File: config.mk
export PLATFORM = sky130hd
export DESIGN_NAME = usm_spi_master
export DESIGN_NICKNAME = d
export VERILOG_FILES = /design/src/logic/usm_pkg.sv /design/src/logic/usm_fifo.sv /design/src/logic/usm_spi_master.sv
export SDC_FILE = /design/constraint.sdc
export NUM_CORES = 1
export LEC_CHECK = 0
export BUFFER_PORTS_ARGS = -buffer_cell sky130_fd_sc_hd__buf_4
export CAP_MARGIN = 20
export CORE_MARGIN = 4
export CORE_UTILIZATION = 45
export CTS_CLUSTER_SIZE = 16
export DETAILED_ROUTE_END_ITERATION = 12
export GPL_TIMING_DRIVEN = 1
export RECOVER_POWER = 100
export SLEW_MARGIN = 40
export SYNTH_ARGS = -nofsm -noshare
export SYNTH_HDL_FRONTEND = slang
export SYNTH_SLANG_ARGS = --single-unit
File: constraint.sdc
create_clock -name sys_clk -period 4.9 [get_ports sys_clk]
set_input_delay 0.98 -clock sys_clk [delete_from_list [all_inputs] [get_ports sys_clk]]
set_output_delay 0.98 -clock sys_clk [all_outputs]
set_load 0.05 [all_outputs]
File: src/logic/usm_pkg.sv
package usm_pkg;

  // Operating mode select value that enables the SPI master
  localparam logic [1:0] OP_MODE_SPI = 2'b11;

  // Frame shape
  localparam int FRAME_BITS = 8;
  localparam logic [3:0] EDGE_LAST = 4'h f;

  // Rate divisor width and value after reset
  localparam int DIV_W = 12;
  localparam logic [11:0] DIV_RESET = 12'h000;

  // Buffer sizes
  localparam int TX_FIFO_DEPTH = 32;
  localparam logic [1:0] RX_BUF_DEPTH = 2'h2;

  // Values after reset
  localparam logic [7:0] DATA_RESET = 8'h00;
  localparam logic IDLE_LINE = 1'b1;

  // Shape of a frame as software selects it
  typedef struct packed {
    logic clock_polarity_sel;
    logic clock_phase_sel;
    logic bit_order_sel;
  } usm_cfg_type;

  // Receiver error flags, unused in this mode
  typedef struct packed {
    logic frame_error_flag;
    logic overrun_flag;
    logic parity_error_flag;
  } usm_err_type;

  localparam usm_err_type ERR_NONE = 3'h0;

  typedef enum logic {
    ST_IDLE = 1'b0,
    ST_SHIFT = 1'b1
  } usm_state_type;

endpackage

File: src/logic/usm_fifo.sv
`timescale 1ns/1ns
module usm_fifo #(
  parameter int WIDTH = 8,
  parameter int DEPTH = 32
) (
  // Clock and reset
  input wire logic sys_clk,
  input wire logic arst_n,
  input wire logic clk_en,
  // Filling side
  input wire logic in_valid,
  output logic in_ready,
  input wire logic [WIDTH-1:0] in_data,
  // Draining side
  output logic out_valid,
  input wire logic out_ready,
  output logic [WIDTH-1:0] out_data
);
  localparam int AW = $clog2(DEPTH);

  initial
  begin
    if (DEPTH < 2 || (1 << AW) != DEPTH)
      $error("usm_fifo depth must be a power of two of at least 2");
  end

  logic [WIDTH-1:0] mem [DEPTH];
  logic [AW-1:0] wptr;
  logic [AW-1:0] rptr;
  logic [AW:0] count;
  logic push;
  logic pop;
  logic [AW:0] next_count;

  assign push = in_valid && in_ready;
  assign pop = out_valid && out_ready;
  assign out_data = mem[rptr];
  assign next_count = count + (AW+1)'(push) - (AW+1)'(pop);

  always_ff @(posedge sys_clk)
  begin
    if (clk_en && push)
      mem[wptr] <= in_data;
  end

  always_ff @(posedge sys_clk or negedge arst_n)
  begin
    if (!arst_n)
    begin
      wptr <= '0;
      rptr <= '0;
      count <= '0;
      in_ready <= 1'b1;
      out_valid <= 1'b0;
    end
    else if (clk_en)
    begin
      if (push)
        wptr <= wptr + AW'(1);
      if (pop)
        rptr <= rptr + AW'(1);
      count <= next_count;
      // Registered flags keep the ports glitch free
      in_ready <= next_count != (AW+1)'(DEPTH);
      out_valid <= next_count != '0;
    end
  end
endmodule // usm_fifo

File: src/logic/usm_spi_master.sv
`timescale 1ns/1ns
// What this block does
// - Polarity and phase pick SPI modes 0-3
// - Change data one edge, sample the other
// - Frames are exactly eight data bits
// - One order select for both directions
// - Order select one sends LSB first
// - Next frame follows, else line idles high
// - Two writes send sixteen bits, then done
// - Receiver works only with transmitter on
// - Transmitter enable claims serial output pin
// - Receiver enable claims serial input pin
// - Clock pin shifts regardless of receiver
// - Only a data write starts a transfer
// - Buffered byte loads once shifter frees
// - Overflow drops newest byte, keeps older ones
// - Normal flags; error flags read zero
// - Done sets after last frame, cleared by one
// - SPI master only when mode bits 11
// - Clock rate is system over 2(divisor+1)
module usm_spi_master #(
  parameter int TX_DEPTH = usm_pkg::TX_FIFO_DEPTH
) (
  // Clock, reset, freeze
  input wire logic sys_clk,
  input wire logic arst_n,
  input wire logic clk_en,
  // Configuration
  input wire logic [1:0] op_mode_select,
  input wire logic tx_enable,
  input wire logic rx_enable,
  input wire logic clk_pin_direction,
  input wire usm_pkg::usm_cfg_type cfg,
  input wire logic [usm_pkg::DIV_W-1:0] rate_divisor,
  // Data buffer write
  input wire logic wr_valid,
  input wire logic [7:0] wr_data,
  // Data buffer read
  input wire logic rd_strobe,
  output logic [7:0] rx_data,
  // Status
  output logic tx_empty_flag,
  output logic tx_done_flag,
  input wire logic tx_done_clr,
  output logic rx_full_flag,
  output usm_pkg::usm_err_type err_flags,
  // Pins
  output logic xfer_clock_pin,
  output logic xfer_clock_oe_n,
  output logic serial_out_pin,
  output logic serial_out_oe_n,
  input wire logic serial_in_pin,
  output logic serial_in_claim
);
  import usm_pkg::*;

  initial
  begin
    if (TX_DEPTH < 2)
      $error("usm_spi_master needs a transmit buffer of at least two");
  end

  usm_state_type state;
  logic spi_on;
  logic tx_on;
  logic next_tx_on;
  logic [DIV_W-1:0] div_cnt;
  logic tick;
  logic [3:0] edge_cnt;
  logic sclk;
  logic [7:0] tx_sh;
  logic [7:0] rx_sh;
  logic [7:0] next_rx_sh;
  logic sin_meta;
  logic sin_sync;
  logic sample_now;
  logic shift_now;
  logic frame_done;
  logic load;
  logic wr_accept;
  logic fifo_valid;
  logic [7:0] fifo_data;
  logic [7:0] rx_buf0;
  logic [7:0] rx_buf1;
  logic [1:0] rx_count;
  logic [7:0] next_buf0;
  logic [7:0] next_buf1;
  logic [1:0] next_count;
  logic push;
  logic pop;

  assign spi_on = op_mode_select == OP_MODE_SPI;

  // only a data write feeds the shifter
  assign wr_accept = wr_valid && tx_enable && spi_on && tx_empty_flag;

  usm_fifo #(
    .WIDTH(8),
    .DEPTH(TX_DEPTH)
  ) tx_fifo (
    .sys_clk(sys_clk),
    .arst_n(arst_n),
    .clk_en(clk_en),
    .in_valid(wr_accept),
    .in_ready(tx_empty_flag),
    .in_data(wr_data),
    .out_valid(fifo_valid),
    .out_ready(load),
    .out_data(fifo_data)
  );

  // half period of divisor plus one cycles
  assign tick = (state == ST_SHIFT) && (div_cnt == '0);
  // sample on leading edge when phase is zero
  assign sample_now = tick && (edge_cnt[0] == cfg.clock_phase_sel);
  assign shift_now = tick && (edge_cnt[0] != cfg.clock_phase_sel) && (edge_cnt != '0);
  assign frame_done = tick && (edge_cnt == EDGE_LAST);
  assign load = tx_on && fifo_valid && ((state == ST_IDLE) || frame_done);

  // one order select for the receive path too
  always_comb
  begin
    next_rx_sh = rx_sh;
    if (sample_now)
    begin
      if (cfg.bit_order_sel)
        next_rx_sh = {sin_sync, rx_sh[7:1]};
      else
        next_rx_sh = {rx_sh[6:0], sin_sync};
    end
  end

  always_comb
  begin
    next_tx_on = tx_on;
    if (!spi_on)
      next_tx_on = 1'b0;
    else if (tx_enable)
      next_tx_on = 1'b1;
    else if (state == ST_IDLE && !fifo_valid)
      next_tx_on = 1'b0;
  end

  assign push = frame_done && rx_enable && tx_on;
  assign pop = rd_strobe && (rx_count != '0);

  // a full buffer drops the newest byte
  always_comb
  begin
    next_buf0 = rx_buf0;
    next_buf1 = rx_buf1;
    next_count = rx_count;
    if (!rx_enable || !spi_on)
      next_count = '0;
    else
    begin
      if (pop)
      begin
        next_buf0 = rx_buf1;
        next_count = rx_count - 2'h1;
      end
      if (push && next_count < RX_BUF_DEPTH)
      begin
        if (next_count == '0)
          next_buf0 = next_rx_sh;
        else
          next_buf1 = next_rx_sh;
        next_count = next_count + 2'h1;
      end
    end
  end

  // Input pin synchroniser
  always_ff @(posedge sys_clk or negedge arst_n)
  begin
    if (!arst_n)
    begin
      sin_meta <= IDLE_LINE;
      sin_sync <= IDLE_LINE;
    end
    else if (clk_en)
    begin
      sin_meta <= serial_in_pin;
      sin_sync <= sin_meta;
    end
  end

  // Pin ownership
  always_ff @(posedge sys_clk or negedge arst_n)
  begin
    if (!arst_n)
    begin
      tx_on <= 1'b0;
      serial_out_oe_n <= 1'b1;
      serial_in_claim <= 1'b0;
      xfer_clock_oe_n <= 1'b1;
      err_flags <= ERR_NONE;
    end
    else if (clk_en)
    begin
      tx_on <= next_tx_on;
      serial_out_oe_n <= !next_tx_on;
      serial_in_claim <= rx_enable && spi_on;
      // clock pin driven with or without receiver
      xfer_clock_oe_n <= !(clk_pin_direction && next_tx_on);
      err_flags <= ERR_NONE;
    end
  end

  // Frame sequencer and rate counter
  always_ff @(posedge sys_clk or negedge arst_n)
  begin
    if (!arst_n)
    begin
      state <= ST_IDLE;
      div_cnt <= DIV_RESET;
      edge_cnt <= '0;
    end
    else if (clk_en)
    begin
      if (!spi_on)
      begin
        state <= ST_IDLE;
        div_cnt <= rate_divisor;
        edge_cnt <= '0;
      end
      else
      begin
        if (state == ST_IDLE || tick)
          div_cnt <= rate_divisor;
        else
          div_cnt <= div_cnt - DIV_W'(1);
        if (tick)
          edge_cnt <= edge_cnt + 4'h1;
        // back to back when a byte waits
        if (load)
        begin
          state <= ST_SHIFT;
          edge_cnt <= '0;
        end
        else if (frame_done)
          state <= ST_IDLE;
      end
    end
  end

  // Clock pin level, rests at polarity
  always_ff @(posedge sys_clk or negedge arst_n)
  begin
    if (!arst_n)
      sclk <= 1'b0;
    else if (clk_en)
    begin
      // idle level is the polarity select
      if (state == ST_IDLE || !spi_on)
        sclk <= cfg.clock_polarity_sel;
      else if (tick)
        sclk <= !sclk;
    end
  end

  assign xfer_clock_pin = sclk;

  // Transmit shifter and output line
  always_ff @(posedge sys_clk or negedge arst_n)
  begin
    if (!arst_n)
    begin
      tx_sh <= DATA_RESET;
      serial_out_pin <= IDLE_LINE;
    end
    else if (clk_en)
    begin
      // Leaving the mode aborts, so the line must rest at once
      if (!spi_on)
        serial_out_pin <= IDLE_LINE;
      // order select one puts LSB first
      else if (load)
      begin
        tx_sh <= fifo_data;
        serial_out_pin <= cfg.bit_order_sel ? fifo_data[0] : fifo_data[7];
      end
      // setup on the edge opposite the sample
      else if (shift_now && !frame_done)
      begin
        if (cfg.bit_order_sel)
        begin
          tx_sh <= {1'b0, tx_sh[7:1]};
          serial_out_pin <= tx_sh[1];
        end
        else
        begin
          tx_sh <= {tx_sh[6:0], 1'b0};
          serial_out_pin <= tx_sh[6];
        end
      end
      else if (frame_done || state == ST_IDLE)
        serial_out_pin <= IDLE_LINE;
    end
  end

  // Receive shifter and buffer
  always_ff @(posedge sys_clk or negedge arst_n)
  begin
    if (!arst_n)
    begin
      rx_sh <= DATA_RESET;
      rx_buf0 <= DATA_RESET;
      rx_buf1 <= DATA_RESET;
      rx_count <= '0;
      rx_full_flag <= 1'b0;
    end
    else if (clk_en)
    begin
      rx_sh <= next_rx_sh;
      rx_buf0 <= next_buf0;
      rx_buf1 <= next_buf1;
      rx_count <= next_count;
      rx_full_flag <= next_count != '0;
    end
  end

  assign rx_data = rx_buf0;

  // Transmit done flag, set wins over clear
  always_ff @(posedge sys_clk or negedge arst_n)
  begin
    if (!arst_n)
      tx_done_flag <= 1'b0;
    else if (clk_en)
    begin
      // set only when nothing is pending
      if (frame_done && !fifo_valid && !wr_accept)
        tx_done_flag <= 1'b1;
      else if (tx_done_clr)
        tx_done_flag <= 1'b0;
    end
  end
endmodule // usm_spi_master

==> summary.txt <==
Min path
  • Min-Delay Path Class: reg2reg

Clocking
  • Clock transition at path regs: 0.06 ns
  • Hold-fix buffers, CTS: 0
  • Root Buffer Master: clkbuf_16
  • CTS sink cnt: 335
  • CTS max path bufs: 3
  • Number of H-tree levels: 2
  • Insertion delay to the later sink of the worst-skew pair: 0.53 ns
  • Setup bufs post-CTS: 0
  • Inserted Clock Buffers: 37
  • Post-CTS sizing: 0
  • TritonCTS clock tree: done

Pwr
  • Maximum VDD drop: about 0.00031 V
  • LEAKAGE: 5.66 nW
  • Pint: between 0.005 and 0.006 W
  • Seq pwr share: 0.417
  • PwrDens: 521 nW/um2
  • Clock power frac: 0.339
  • Switching part of the total: 0.293
  • Comb power frac: 0.244
  • Switching power: 0.00247 W

Synth
  • Most common cell in the netlist: edfxtp_1
  • Leading area contributor after synthesis: edfxtp_1
  • Post-synth EDFFs: 256
  • Share of the synthesized area in the top cell type: 0.538
  • Async S/R FF share, synth: 0.236
  • Yosys reg bits: approximately 340
  • Netlist cell types: 59
  • YS warnings: 0
  • Largest family of logic cells by synthesized area: multiplexers
  • Mux cell area share after synthesis: 0.139
  • Synth Area in Adders: 0.0163
  • Mean Syn Cell Area: 15.2 um2
  • Post-synth top cells: edfxtp_1 (256), dfrtp_1 (73), nand2_1 (70), nor2_1 (70), mux4_2 (62)
  • Register area share after synthesis: 0.677
  • Post-Synth XOR/XNOR Area: 0.00920
  • Simple-Gate Fraction of Synth Area: 0.0695
  • Cell Area, Synth: ~14,000 um2
  • Top FF cell, synth: edfxtp_1
  • Top cells by area, synth: edfxtp_1 (54%), dfrtp_1 (13%), mux4_2 (9.8%)
  • Synthesized instance count: 938
  • Synth Area in Compound Gates: 0.0623

Worst setup path
  • Startpoint Class: flip-flop
  • Crit path kind: reg2reg
  • Worst Path Required: 5.28 ns
  • Crit path DAT: 4.69 ns
  • Crit-path max FO: 34
  • Crit path capture type: flip-flop

Global route
  • Grt ovf: 0
  • Largest net degree at the start of global routing: 80
  • Vias in the first global route: ~8,000
  • Gr usage total: 0.176
  • Initial antenna violation count: 0
  • First-pass GRT wire length: 46,700 um

Timing
  • Period utilization: 0.879
  • Final worst path period need: 4.31 ns
  • Hold slack: 0.477 ns
  • Max_slew headroom: -0.347
  • Clock Skews: 0.0203 ns
  • RSZ-0062 raised after global routing: false
  • Endpoints failing setup: 0
  • Peak Freq: 232 MHz
  • Setup TNS: 0 ns
  • Slew Limit Fails: 68
  • Worst-Margin Slew: 2.02 ns
  • Endpoints failing hold: 0

Flow run
  • Max-cap violations: 2

Floorplan
  • IO Count: 54
  • Die ar.: 34,700 um2
  • Placeable core area: 31,000 um2
  • Num rows: between 60 and 70
  • Die height: 186 um
  • Initial core utilization: 0.461
  • Die width: about 190 um

Placement
  • DPL Wire Length: 18,700 um
  • Port bufs: 50
  • GP Congestion: 0.782

Drt
  • TritonRoute pass-1 iters: 5
  • DRT iter0 DRCs: 566
  • Via density: approximately 5.6
  • Total wire length: 29,900 um
  • WL/cell: 21.2 um
  • Antenna-violating nets left: 0
  • Drt drc: 0
  • Routed via count: 7,873

Layout
  • Area Overhead vs Synth: 13.2%
  • Share of layout cells above drive strength 1: 0.164
  • Ant. Diodes: 0
  • Fin nets: 1,042
  • Fillers: 2,553

Outcome
  • Status: complete, but fails checks
  • Failing checks: max-capacitance violations, max-slew violations
## through the flow
| stage | std cells | power (W) | worst slack [ns] | cell area, um2 | utilization |
|---|---|---|---|---|---|
| after floorplan | 940 | 0.00506 | 1.14 | 14300 | - |
| after global placement | 1346 | 0.00567 | 0.828 | 15000 | 0.485 |
| after detailed placement | 1346 | 0.00569 | 0.683 | 15100 | 0.486 |
| after CTS | 1413 | 0.00856 | 0.671 | 16300 | 0.527 |
| after global routing | 1413 | 0.00885 | 0.252 | 16200 | 0.522 |
| final | 1413 | 0.00843 | 0.591 | 16200 | 0.522 |
## final cells by class
cell class,instances,area [um2],share of cell area
clock inverter,17,254,0.0157
timing repair buffer,58,340,0.0210
sequential,335,9670,0.598
clock buffer,50,1010,0.0622
tap,396,495,0.0306
multi-input combinational,512,4230,0.262
inverter,45,169,0.0104
## power by group through the flow
stage,Sequential [W],Combinational (W),Clock [W]
final,0.00351,0.00205,0.00286
after global routing,0.00355,0.00225,0.00304
after CTS,0.00352,0.00213,0.00291
after detailed placement,0.00358,0.00212,0
after global placement,0.00357,0.00210,0
after floorplan,0.00351,0.00155,0
## sequential cells by signal, indices dropped and copies added (netlist names), 2 cells and up
name and flops:
tx_sh 8, tx_fifo.rptr 5, rx_sh 8, tx_fifo.count 6, rx_data 8, edge_cnt 4
rx_count 2, tx_fifo.wptr 5, rx_buf1 8, tx_fifo.mem 256, div_cnt 12
## per-layer routing
metal | track usage | part of all wire
met5 | 0 | 0
met4 | 0.0463 | 0.018
met3 | 0.0298 | 0.050
met2 | 0.272 | 0.47
met1 | 0.262 | 0.46
## worst max-delay path, cell delays in order (launching register included)
cell and delay (ns):
dfrtp_1 1.70, clkbuf_4 0.90, mux4_2 0.64, mux4_2 0.54
a22oi_1 0.23, o211ai_1 0.13
## path summary, 6_finish.rpt
kind / endpoint / start / slack [ns] / cells past startpoint
max in group asynchronous: tx_fifo.rptr[1]$_DFFE_PN0P_ / arst_n / 3.91 / 1
setup reg to reg: tx_sh[4]$_DFFE_PN0P_ / tx_fifo.rptr[0]$_DFFE_PN0P_ / 0.59 / 5
hold reg to reg: rx_buf1[1]$_DFFE_PN0P_ / rx_buf1[1]$_DFFE_PN0P_ / 0.48 / 2
hold / removal: rx_buf1[1]$_DFFE_PN0P_ / rx_buf1[1]$_DFFE_PN0P_ / 0.48 / 2
setup / recovery: tx_sh[4]$_DFFE_PN0P_ / tx_fifo.rptr[0]$_DFFE_PN0P_ / 0.59 / 5
min in group asynchronous: div_cnt[4]$_DFFE_PN0P_ / arst_n / 0.49 / 1
## kinds of logic after synthesis
family,after synthesis
adder cells (fa/ha/maj),18
XOR/XNOR,15
AND/OR/NAND/NOR,212
multiplexers,120
flip-flops,335
buffers and inverters,93
other,1
AO/OA/AOI/OAI,144
## layout by cell type, fill, tap and decap left out, drive strengths merged, types with 5 or more instances in the layout
master  synthesis  final
edfxtp        256    256
clkbuf         32     79
dfrtp          73     73
nand2          70     70
nor2           70     70
mux4           62     62
mux2i          51     51
inv            45     46
o21ai          44     44
a21oi          41     41
buf            16     29
nand3          21     21
ha             17     17
a22oi          14     14
xnor2          13     13
clkinv          0     10
o211ai          9      9
o221ai          8      8
mux2            7      7
nor3            7      7
or3             6      6
nand2b          6      6
bufinv          0      6
dfstp           6      6
o21a            5      5
No activity file was read; power rests on OpenSTA's default activity.
